**src/rtl/rtcpt_pkg.sv**
```systemverilog
// Package for the real-time counter with periodic tick timer.
// Assumes a single core clock; the slow timebase arrives as a sampled input.
package rtcpt_pkg;

	// Register offsets on the byte-wide register port.
	localparam logic [4:0] OFF_CONTROL_A   = 5'h00;
	localparam logic [4:0] OFF_SYNC_STATUS = 5'h01;
	localparam logic [4:0] OFF_IRQ_ENABLE  = 5'h02;
	localparam logic [4:0] OFF_IRQ_FLAGS   = 5'h03;
	localparam logic [4:0] OFF_WIDE_LATCH  = 5'h04;
	localparam logic [4:0] OFF_HALT_CTRL   = 5'h05;
	localparam logic [4:0] OFF_CORRECTION  = 5'h06;
	localparam logic [4:0] OFF_TB_SOURCE   = 5'h07;
	localparam logic [4:0] OFF_COUNT_LO    = 5'h08;
	localparam logic [4:0] OFF_COUNT_HI    = 5'h09;
	localparam logic [4:0] OFF_LIMIT_LO    = 5'h0A;
	localparam logic [4:0] OFF_LIMIT_HI    = 5'h0B;
	localparam logic [4:0] OFF_MATCH_LO    = 5'h0C;
	localparam logic [4:0] OFF_MATCH_HI    = 5'h0D;
	localparam logic [4:0] OFF_TICK_CTRL   = 5'h10;
	localparam logic [4:0] OFF_TICK_STATUS = 5'h11;
	localparam logic [4:0] OFF_TICK_IEN    = 5'h12;
	localparam logic [4:0] OFF_TICK_FLAGS  = 5'h13;
	localparam logic [4:0] OFF_TICK_HALT   = 5'h15;

	// Field positions.
	localparam int BIT_STANDBY_RUN = 7;
	localparam int BIT_PRESC_HI    = 6;
	localparam int BIT_PRESC_LO    = 3;
	localparam int BIT_FIX_ENABLE  = 2;
	localparam int BIT_ENABLE      = 0;
	localparam int BIT_MATCH       = 1;
	localparam int BIT_WRAP        = 0;
	localparam int BIT_CORR_SIGN   = 7;

	// Writable masks; unassigned bits read as zero.
	localparam logic [7:0] MASK_CONTROL_A = 8'hFD;
	localparam logic [7:0] MASK_TICK_CTRL = 8'h79;
	localparam logic [7:0] MASK_TB_SOURCE = 8'h03;

	// Reset values.
	localparam logic [7:0]  RST_BYTE  = 8'h00;
	localparam logic [15:0] RST_COUNT = 16'h0000;
	localparam logic [15:0] RST_LIMIT = 16'hFFFF;
	localparam logic [15:0] RST_MATCH = 16'h0000;

	// Synchronisation channels, one busy flag each.
	localparam int SYNC_CH    = 5;
	localparam int CH_CTRL_A  = 0;
	localparam int CH_COUNT   = 1;
	localparam int CH_LIMIT   = 2;
	localparam int CH_MATCH   = 3;
	localparam int CH_TICK    = 4;
	localparam logic [1:0] SYNC_EDGES = 2'h2;

	// Crystal correction interval in slow clock cycles.
	localparam logic [19:0] CORR_SPAN = 20'hF4240;
	localparam int PRESC_W = 15;

endpackage

```
**src/rtl/rtcpt_core.sv**
```systemverilog
// Real-time counter and periodic tick timer with sync busy flags.
// Assumes timebase_clk is a slow clock already synchronous to core_clk.
// Software uses a plain byte register port with read data one cycle late.

// Function
// - Counter keeps counting in idle sleep with no configuration needed.
// - Counter runs in standby only when standby_run is set.
// - Tick timer runs in every sleep state regardless of standby_run.
// - Both count from the slow timebase; updates cross with a delay.
// - Sync status shows match, limit, count and control A busy bits.
// - Tick timer status shows busy while its control write synchronises.
// - Prescaler change takes effect two slow clock cycles after writing.
// - Prescaler field divides slow clock by two to the field value.
// - Control A bit 2 enables crystal frequency correction.
// - Control A bit 0 enables the counter; control A resets to zero.
// - Without run_during_halt the counter stops during debug halt.
// - Without its halt bit the tick output is forced low in halt.
// - Divided clock high at resume gives a new rising edge and extra flag.
// - Divided clock low at resume keeps output low with no extra interrupt.
// - Interrupt enable bit 1 enables the match interrupt.
// - Interrupt enable bit 0 enables the wrap interrupt.
// - Flag bit 1 sets when count equals match_value.
// - Flag bit 0 sets when count reaches wrap_limit and rolls to zero.
// - Writing one clears a flag; writing zero leaves it alone.
// - Tick output toggles every half period after the first interrupt.
// - Shared prescaler stops only when counter and tick timer are off.
// - Interrupt request stays high while enabled and flag is set.
module rtcpt_core
	import rtcpt_pkg::*;
(
	input  wire logic       core_clk,
	input  wire logic       resetn,
	input  wire logic [4:0] addr,
	input  wire logic [7:0] wdata,
	input  wire logic       wr,
	input  wire logic       rd,
	output logic      [7:0] rdata,
	input  wire logic       timebase_clk,
	input  wire logic       sleep_standby,
	input  wire logic       debug_halt,
	output logic            counter_irq,
	output logic            tick_irq,
	output logic            tick_timer_out,
	output logic            counter_wrap_event,
	output logic            match_event
);

	typedef struct packed {
		logic [7:0]           rdata;
		logic [7:0]           control_a;
		logic [7:0]           control_a_act;
		logic [1:0]           irq_enable;
		logic [1:0]           irq_flags;
		logic [7:0]           temp;
		logic                 run_during_halt;
		logic [7:0]           crystal_correction;
		logic [1:0]           timebase_source;
		logic [15:0]          count_value;
		logic [15:0]          count_pend;
		logic [15:0]          wrap_limit;
		logic [15:0]          wrap_limit_act;
		logic [15:0]          match_value;
		logic [15:0]          match_value_act;
		logic [7:0]           tick_ctrl;
		logic [7:0]           tick_ctrl_act;
		logic                 tick_ien;
		logic                 tick_flag;
		logic                 tick_halt_run;
		logic [SYNC_CH-1:0]   busy;
		logic [SYNC_CH*2-1:0] edges;
		logic                 tb_prev;
		logic [PRESC_W-1:0]   presc;
		logic [19:0]          corr_acc;
		logic                 tick_out;
		logic                 wrap_evt;
		logic                 match_evt;
	} rtcpt_state_t;

	rtcpt_state_t       s;
	rtcpt_state_t       next_s;
	logic [SYNC_CH-1:0] apply;
	logic               slow_edge;
	logic               presc_run;
	logic               counter_run;
	logic               tick;
	logic [1:0]         step;
	logic [PRESC_W-1:0] presc_new;
	logic [PRESC_W-1:0] mask;
	logic [19:0]        acc_sum;
	logic [15:0]        count_new;
	logic [3:0]         tick_sel;
	logic               tick_raw;
	logic               tick_gated;

	// All next-state logic. Order matters: bus clears come before
	// hardware sets so that an event in a clearing cycle survives, and
	// synchronised values land last so they override a counter step.
	always_comb begin
		next_s = s;
		next_s.rdata = RST_BYTE;
		next_s.wrap_evt = 1'b0;
		next_s.match_evt = 1'b0;
		slow_edge = timebase_clk & ~s.tb_prev;
		next_s.tb_prev = timebase_clk;
		apply = '0;

		// Each pending write waits two slow edges before it applies.
		for (int i = 0; i < SYNC_CH; i++) begin
			if (s.busy[i] && slow_edge) begin
				if (s.edges[i*2 +: 2] == SYNC_EDGES - 2'h1) begin
					apply[i] = 1'b1;
					next_s.busy[i] = 1'b0;
					next_s.edges[i*2 +: 2] = 2'h0;
				end else begin
					next_s.edges[i*2 +: 2] = s.edges[i*2 +: 2] + 2'h1;
				end
			end
		end

		// Register reads; wide low-byte reads capture the high byte.
		if (rd) begin
			case (addr)
				OFF_CONTROL_A:   next_s.rdata = s.control_a;
				OFF_SYNC_STATUS: next_s.rdata = {4'h0, s.busy[3:0]};
				OFF_IRQ_ENABLE:  next_s.rdata = {6'h00, s.irq_enable};
				OFF_IRQ_FLAGS:   next_s.rdata = {6'h00, s.irq_flags};
				OFF_WIDE_LATCH:  next_s.rdata = s.temp;
				OFF_HALT_CTRL:   next_s.rdata = {7'h00, s.run_during_halt};
				OFF_CORRECTION:  next_s.rdata = s.crystal_correction;
				OFF_TB_SOURCE:   next_s.rdata = {6'h00, s.timebase_source};
				OFF_COUNT_LO: begin
					next_s.rdata = s.count_value[7:0];
					next_s.temp = s.count_value[15:8];
				end
				OFF_LIMIT_LO: begin
					next_s.rdata = s.wrap_limit[7:0];
					next_s.temp = s.wrap_limit[15:8];
				end
				OFF_MATCH_LO: begin
					next_s.rdata = s.match_value[7:0];
					next_s.temp = s.match_value[15:8];
				end
				OFF_COUNT_HI, OFF_LIMIT_HI, OFF_MATCH_HI:
					next_s.rdata = s.temp;
				OFF_TICK_CTRL:   next_s.rdata = s.tick_ctrl;
				OFF_TICK_STATUS: next_s.rdata = {7'h00, s.busy[CH_TICK]};
				OFF_TICK_IEN:    next_s.rdata = {7'h00, s.tick_ien};
				OFF_TICK_FLAGS:  next_s.rdata = {7'h00, s.tick_flag};
				OFF_TICK_HALT:   next_s.rdata = {7'h00, s.tick_halt_run};
				default:         next_s.rdata = RST_BYTE;
			endcase
		end

		// Register writes; unassigned bits are masked off.
		if (wr) begin
			case (addr)
				OFF_CONTROL_A: begin
					next_s.control_a = wdata & MASK_CONTROL_A;
					next_s.busy[CH_CTRL_A] = 1'b1;
					next_s.edges[CH_CTRL_A*2 +: 2] = 2'h0;
				end
				OFF_IRQ_ENABLE: next_s.irq_enable = wdata[1:0];
				OFF_IRQ_FLAGS:  next_s.irq_flags = s.irq_flags & ~wdata[1:0];
				OFF_WIDE_LATCH: next_s.temp = wdata;
				OFF_HALT_CTRL:  next_s.run_during_halt = wdata[0];
				OFF_CORRECTION: next_s.crystal_correction = wdata;
				OFF_TB_SOURCE:  next_s.timebase_source = wdata[1:0];
				OFF_COUNT_LO, OFF_LIMIT_LO, OFF_MATCH_LO:
					next_s.temp = wdata;
				OFF_COUNT_HI: begin
					next_s.count_pend = {wdata, s.temp};
					next_s.busy[CH_COUNT] = 1'b1;
					next_s.edges[CH_COUNT*2 +: 2] = 2'h0;
				end
				OFF_LIMIT_HI: begin
					next_s.wrap_limit = {wdata, s.temp};
					next_s.busy[CH_LIMIT] = 1'b1;
					next_s.edges[CH_LIMIT*2 +: 2] = 2'h0;
				end
				OFF_MATCH_HI: begin
					next_s.match_value = {wdata, s.temp};
					next_s.busy[CH_MATCH] = 1'b1;
					next_s.edges[CH_MATCH*2 +: 2] = 2'h0;
				end
				OFF_TICK_CTRL: begin
					next_s.tick_ctrl = wdata & MASK_TICK_CTRL;
					next_s.busy[CH_TICK] = 1'b1;
					next_s.edges[CH_TICK*2 +: 2] = 2'h0;
				end
				OFF_TICK_IEN:   next_s.tick_ien = wdata[0];
				OFF_TICK_FLAGS: next_s.tick_flag = s.tick_flag & ~wdata[0];
				OFF_TICK_HALT:  next_s.tick_halt_run = wdata[0];
				default: ;
			endcase
		end

		// Shared prescaler runs while either function is on.
		presc_run = s.control_a_act[BIT_ENABLE] | s.tick_ctrl_act[BIT_ENABLE];
		acc_sum = s.corr_acc + {13'h0000, s.crystal_correction[6:0]};
		step = 2'h1;
		if (s.control_a_act[BIT_FIX_ENABLE] && acc_sum >= CORR_SPAN) begin
			// Slower crystal fix drops a step, faster fix doubles one.
			step = s.crystal_correction[BIT_CORR_SIGN] ? 2'h2 : 2'h0;
		end
		presc_new = s.presc + {{(PRESC_W-2){1'b0}}, step};
		mask = PRESC_W'((16'h0001 << s.control_a_act[BIT_PRESC_HI:BIT_PRESC_LO])
			- 16'h0001);
		tick = 1'b0;
		if (presc_run && slow_edge) begin
			next_s.presc = presc_new;
			if (s.control_a_act[BIT_FIX_ENABLE]) begin
				next_s.corr_acc = (acc_sum >= CORR_SPAN) ? acc_sum - CORR_SPAN
					: acc_sum;
			end
			tick = (step != 2'h0) && ((mask == '0)
				|| ((presc_new & mask) < (s.presc & mask)));
		end

		// Counter; idle sleep has no effect, standby and halt may stop it.
		counter_run = s.control_a_act[BIT_ENABLE]
			&& !(sleep_standby && !s.control_a_act[BIT_STANDBY_RUN])
			&& !(debug_halt && !s.run_during_halt);
		count_new = s.count_value + 16'h0001;
		if (tick && counter_run) begin
			if (s.count_value == s.wrap_limit_act) begin
				count_new = RST_COUNT;
				next_s.irq_flags[BIT_WRAP] = 1'b1;
				next_s.wrap_evt = 1'b1;
			end
			next_s.count_value = count_new;
			if (count_new == s.match_value_act) begin
				next_s.irq_flags[BIT_MATCH] = 1'b1;
				next_s.match_evt = 1'b1;
			end
		end

		// Tick timer ignores sleep; halt forces its output low and the
		// edge detector then yields the extra flag on resume if needed.
		tick_sel = s.tick_ctrl_act[BIT_PRESC_HI:BIT_PRESC_LO];
		tick_raw = s.tick_ctrl_act[BIT_ENABLE] && (tick_sel != 4'h0)
			&& s.presc[4'(tick_sel - 4'h1)];
		tick_gated = tick_raw && !(debug_halt && !s.tick_halt_run);
		next_s.tick_out = tick_gated;
		if (tick_gated && !s.tick_out) begin
			next_s.tick_flag = 1'b1;
		end

		// Land synchronised values in the slow domain.
		if (apply[CH_CTRL_A]) next_s.control_a_act = s.control_a;
		if (apply[CH_COUNT])  next_s.count_value = s.count_pend;
		if (apply[CH_LIMIT])  next_s.wrap_limit_act = s.wrap_limit;
		if (apply[CH_MATCH])  next_s.match_value_act = s.match_value;
		if (apply[CH_TICK])   next_s.tick_ctrl_act = s.tick_ctrl;
	end

	// State register with synchronous active-low reset.
	always_ff @(posedge core_clk) begin
		if (!resetn) begin
			s <= '0;
			s.wrap_limit <= RST_LIMIT;
			s.wrap_limit_act <= RST_LIMIT;
		end else begin
			s <= next_s;
		end
	end

	// Requests stay up while enabled flags are set.
	assign counter_irq = |(s.irq_flags & s.irq_enable);
	assign tick_irq = s.tick_flag & s.tick_ien;
	assign rdata = s.rdata;
	assign tick_timer_out = s.tick_out;
	assign counter_wrap_event = s.wrap_evt;
	assign match_event = s.match_evt;
endmodule

```
**config.mk**
```make
export PLATFORM = sky130hd
export DESIGN_NAME = rtcpt_core
export DESIGN_NICKNAME = d
export VERILOG_FILES = /design/src/rtl/rtcpt_pkg.sv /design/src/rtl/rtcpt_core.sv
export SDC_FILE = /design/constraint.sdc
export NUM_CORES = 1
export LEC_CHECK = 0
export BUFFER_PORTS_ARGS = -buffer_cell sky130_fd_sc_hd__buf_2
export CAP_MARGIN = 20
export CORE_UTILIZATION = 55
export CTS_BUF_LIST = sky130_fd_sc_hd__clkbuf_8
export DETAILED_ROUTE_END_ITERATION = 8
export MAX_ROUTING_LAYER = met4
export PLACE_DENSITY = 0.79
export SLEW_MARGIN = 5
export SYNTH_ARGS = -nofsm -noshare
export SYNTH_HDL_FRONTEND = slang
export SYNTH_SLANG_ARGS = --single-unit
export TNS_END_PERCENT = 1
```
**constraint.sdc**
```tcl
create_clock -name core_clk -period 9 [get_ports core_clk]
set_input_delay 0.45 -clock core_clk [delete_from_list [all_inputs] [get_ports core_clk]]
set_output_delay 0.45 -clock core_clk [all_outputs]
set_load 0.01 [all_outputs]
```
==> results.json <==
{
  "outcome": "finished, final reports clean",
  "synth_top_family_by_area": "simple AND/OR/NAND/NOR gates",
  "grt.overflow.total": 0,
  "use_met3_pct": 6.47,
  "grt_first_pass_wirelength_mm": 54.3,
  "muxShareOfSynthArea_pct": 4.23,
  "cts_sinks": 208,
  "grt_use_met1_pct": 44.3,
  "synth_xor_xnor_area_share_pct": 6.02,
  "ant_nets": 0,
  "slew_violations": 0,
  "synth_area_mm2": 0.0118,
  "drc": 0,
  "final_cell_count_no_fill": 1843,
  "clock_path_buffers": 3,
  "vias": 11400,
  "grt_use_met2_pct": 46.5,
  "worst_path_largest_cell_delay_ns": 0.49,
  "max_freq_ghz": 0.120,
  "rsz0062_at_grt": "false",
  "cts_buffers": 38,
  "syn-num-nets": 1614,
  "gr-max-usage-layer": "met2",
  "ys.warnings.count": 0,
  "seq_area_frac_synth_pct": 35.3,
  "p_leak_nw": 4.76,
  "io_buffers": 32,
  "tritoncts": "yes",
  "path_clk_slew_ns": 0.06,
  "hold_viol": 0,
  "placed_cells": 1771,
  "hpwl_mm": 23.8,
  "cp.required_ns": 9.44,
  "antenna_found_initial": 2,
  "finalNetCount": 1589,
  "synth_edf_count": 0,
  "core_mm2": 0.0210,
  "post_drt_wl_per_cell_um": 18.6,
  "die-area_mm2": 0.0220,
  "cp_num_buf_inv": 2,
  "area_growth_pct": 9.54,
  "worstMarginPinSlew_ns": 1.05,
  "finalSetupTns_ns": 0,
  "startpoint": "s[171]$_SDFFE_PN0P_",
  "cp_slowest_cell": "fa_1",
  "synth_compound_gate_area_share_pct": 18.8,
  "path_max_fanout": 32,
  "netlist_top_cells_count": "nand2_1, dfxtp_1, a21oi_1",
  "clk-insertion-delay-late_ns": 0.56,
  "drive_gt1_share_pct": 9.77,
  "synth_flop_cell": "dfxtp_1",
  "syn_inst": 1562,
  "avgSynthCellArea_um2": 7.55,
  "synthArstFlopShare_pct": 0,
  "hold_path_class": "input pin to flop",
  "cp.arrival_ns": 8.75,
  "powerDensity_mw_per_mm2": 160,
  "worstSetupStartpointType": "flop",
  "dieWidth_um": 148,
  "whs_ns": 0.131,
  "first_global_vias": 10100,
  "min_from": "timebase_clk",
  "drt-pass1-iter-count": 6,
  "synth_top_area_share_pct": 35.3,
  "yosys.area_share.adder_pct": 3.52,
  "drv_cap": 0,
  "io-pin-count": 33,
  "rr_worst_depth": 33,
  "gp_congestion": 0.960,
  "totalWireLength_mm": 34.2,
  "fin_crit_ns": 8.31,
  "viasPerCell": 6.18,
  "grt_start_max_net_pins": 50,
  "cp.depth": 33,
  "finalCritPeriodShare_pct": 92.3,
  "synth_simple_gate_area_share_pct": 27.3,
  "h-tree-depth": 2,
  "synth-seq-cells": 208,
  "holdPathStages": 2,
  "critical-path-top-delay-family": "simple AND/OR/NAND/NOR gates",
  "end_kind": "flop",
  "synth_area_leaders": "dfxtp_1, nand2_1, a21oi_1",
  "critical_path_class": "flop to flop",
  "setup_violations": 0,
  "start_util_pct": 56.1,
  "post-route-util_pct": 61.4,
  "yosysMostFrequentCell": "nand2_1",
  "rows": 53,
  "clock-root-buffer": "clkbuf_8",
  "grt_usage_pct": 32.0,
  "fin_skew_ns": 0.0267,
  "ir_drop_mv": 0.206,
  "die-height_um": 148,
  "synth.distinct_cells": 77,
  "synth_top_area_cell": "dfxtp_1",
  "drtIter0Drc": 1251,
  "maxSlewHeadroom_pct": 29.5,
  "r2r_start": "s[171]$_SDFFE_PN0P_"
}
## per-stage QoR
stage          setup WS, ns  cell area (um^2)  power, mW
2_1_floorplan          1.60             11800      0.997
3_3_place_gp          0.818             12000       1.03
3_5_place_dp          0.581             12000       1.03
4_1_cts               0.553             12900       2.08
5_1_grt              0.0227             12900       2.12
6_report              0.692             12900       2.07
## final cells by class
type / count / area, um^2
Sequential cell: 208 / 4160
Clock buffer: 50 / 688
Fill cell: 1886 / 8110
Timing Repair Buffer: 49 / 288
Tap cell: 275 / 344
Inverter: 24 / 92.6
Antenna cell: 2 / 5.00
Clock inverter: 19 / 221
Multi-Input combinational cell: 1216 / 7110
## power by group
part	internal, mW	switching (mW)	leakage, nW
combinational	0.0180	0.0559	2.59
sequential	0.926	0.00765	1.68
clock	0.645	0.419	0.492
## flip-flops by register name, indices dropped and copies added, names as in the netlist
signal / flops
s: 197
tick_timer_out: 1
rdata: 8
match_event: 1
counter_wrap_event: 1
## cell families (layout without fill, tap and decap cells)
group | after synthesis | after routing
AOI/OAI and AO/OA | 339 | 339
xor gates and xnor gates | 81 | 81
other | 0 | 2
muxes | 46 | 46
buffers and inverters | 138 | 142
adders and majority gates | 32 | 32
DFF | 208 | 208
and+or+nand+nor | 718 | 718
## what timing repair did
action,CTS,global route
endpoints found under the setup margin,0,20
setup buffers,0,0
gates resized for setup,0,3
hold buffers,0,0
## worst paths after layout
| check | to | slack, ns |
|---|---|---|
| setup reg to reg | s[166]$_SDFFE_PN0P_ | 0.69 |
| setup / recovery | s[166]$_SDFFE_PN0P_ | 0.69 |
| hold / removal | s[38]$_SDFF_PN0_ | 0.13 |
| hold reg to reg | s[147]$_SDFFE_PN0P_ | 0.46 |
## layout by cell type (no fill, tap or decap), types with 19 or more instances in the layout
cell,count
xor2_1,30
inv_1,29
nand2_1,343
clkbuf_8,50
nor3_1,28
xnor2_1,51
a21oi_1,139
buf_2,32
o211ai_1,20
a31oi_1,19
nand3_1,95
mux2i_1,42
nor2_1,126
o21ai_0,49
dfxtp_1,208
ha_1,30
## per-layer routing
layer	routed length, um	up-vias
li1	-	5432
met1	15200	5375
met2	15000	508
met3	3170	79
met4	890	0
met5	0	-
Power figures use the tool's default switching activity.
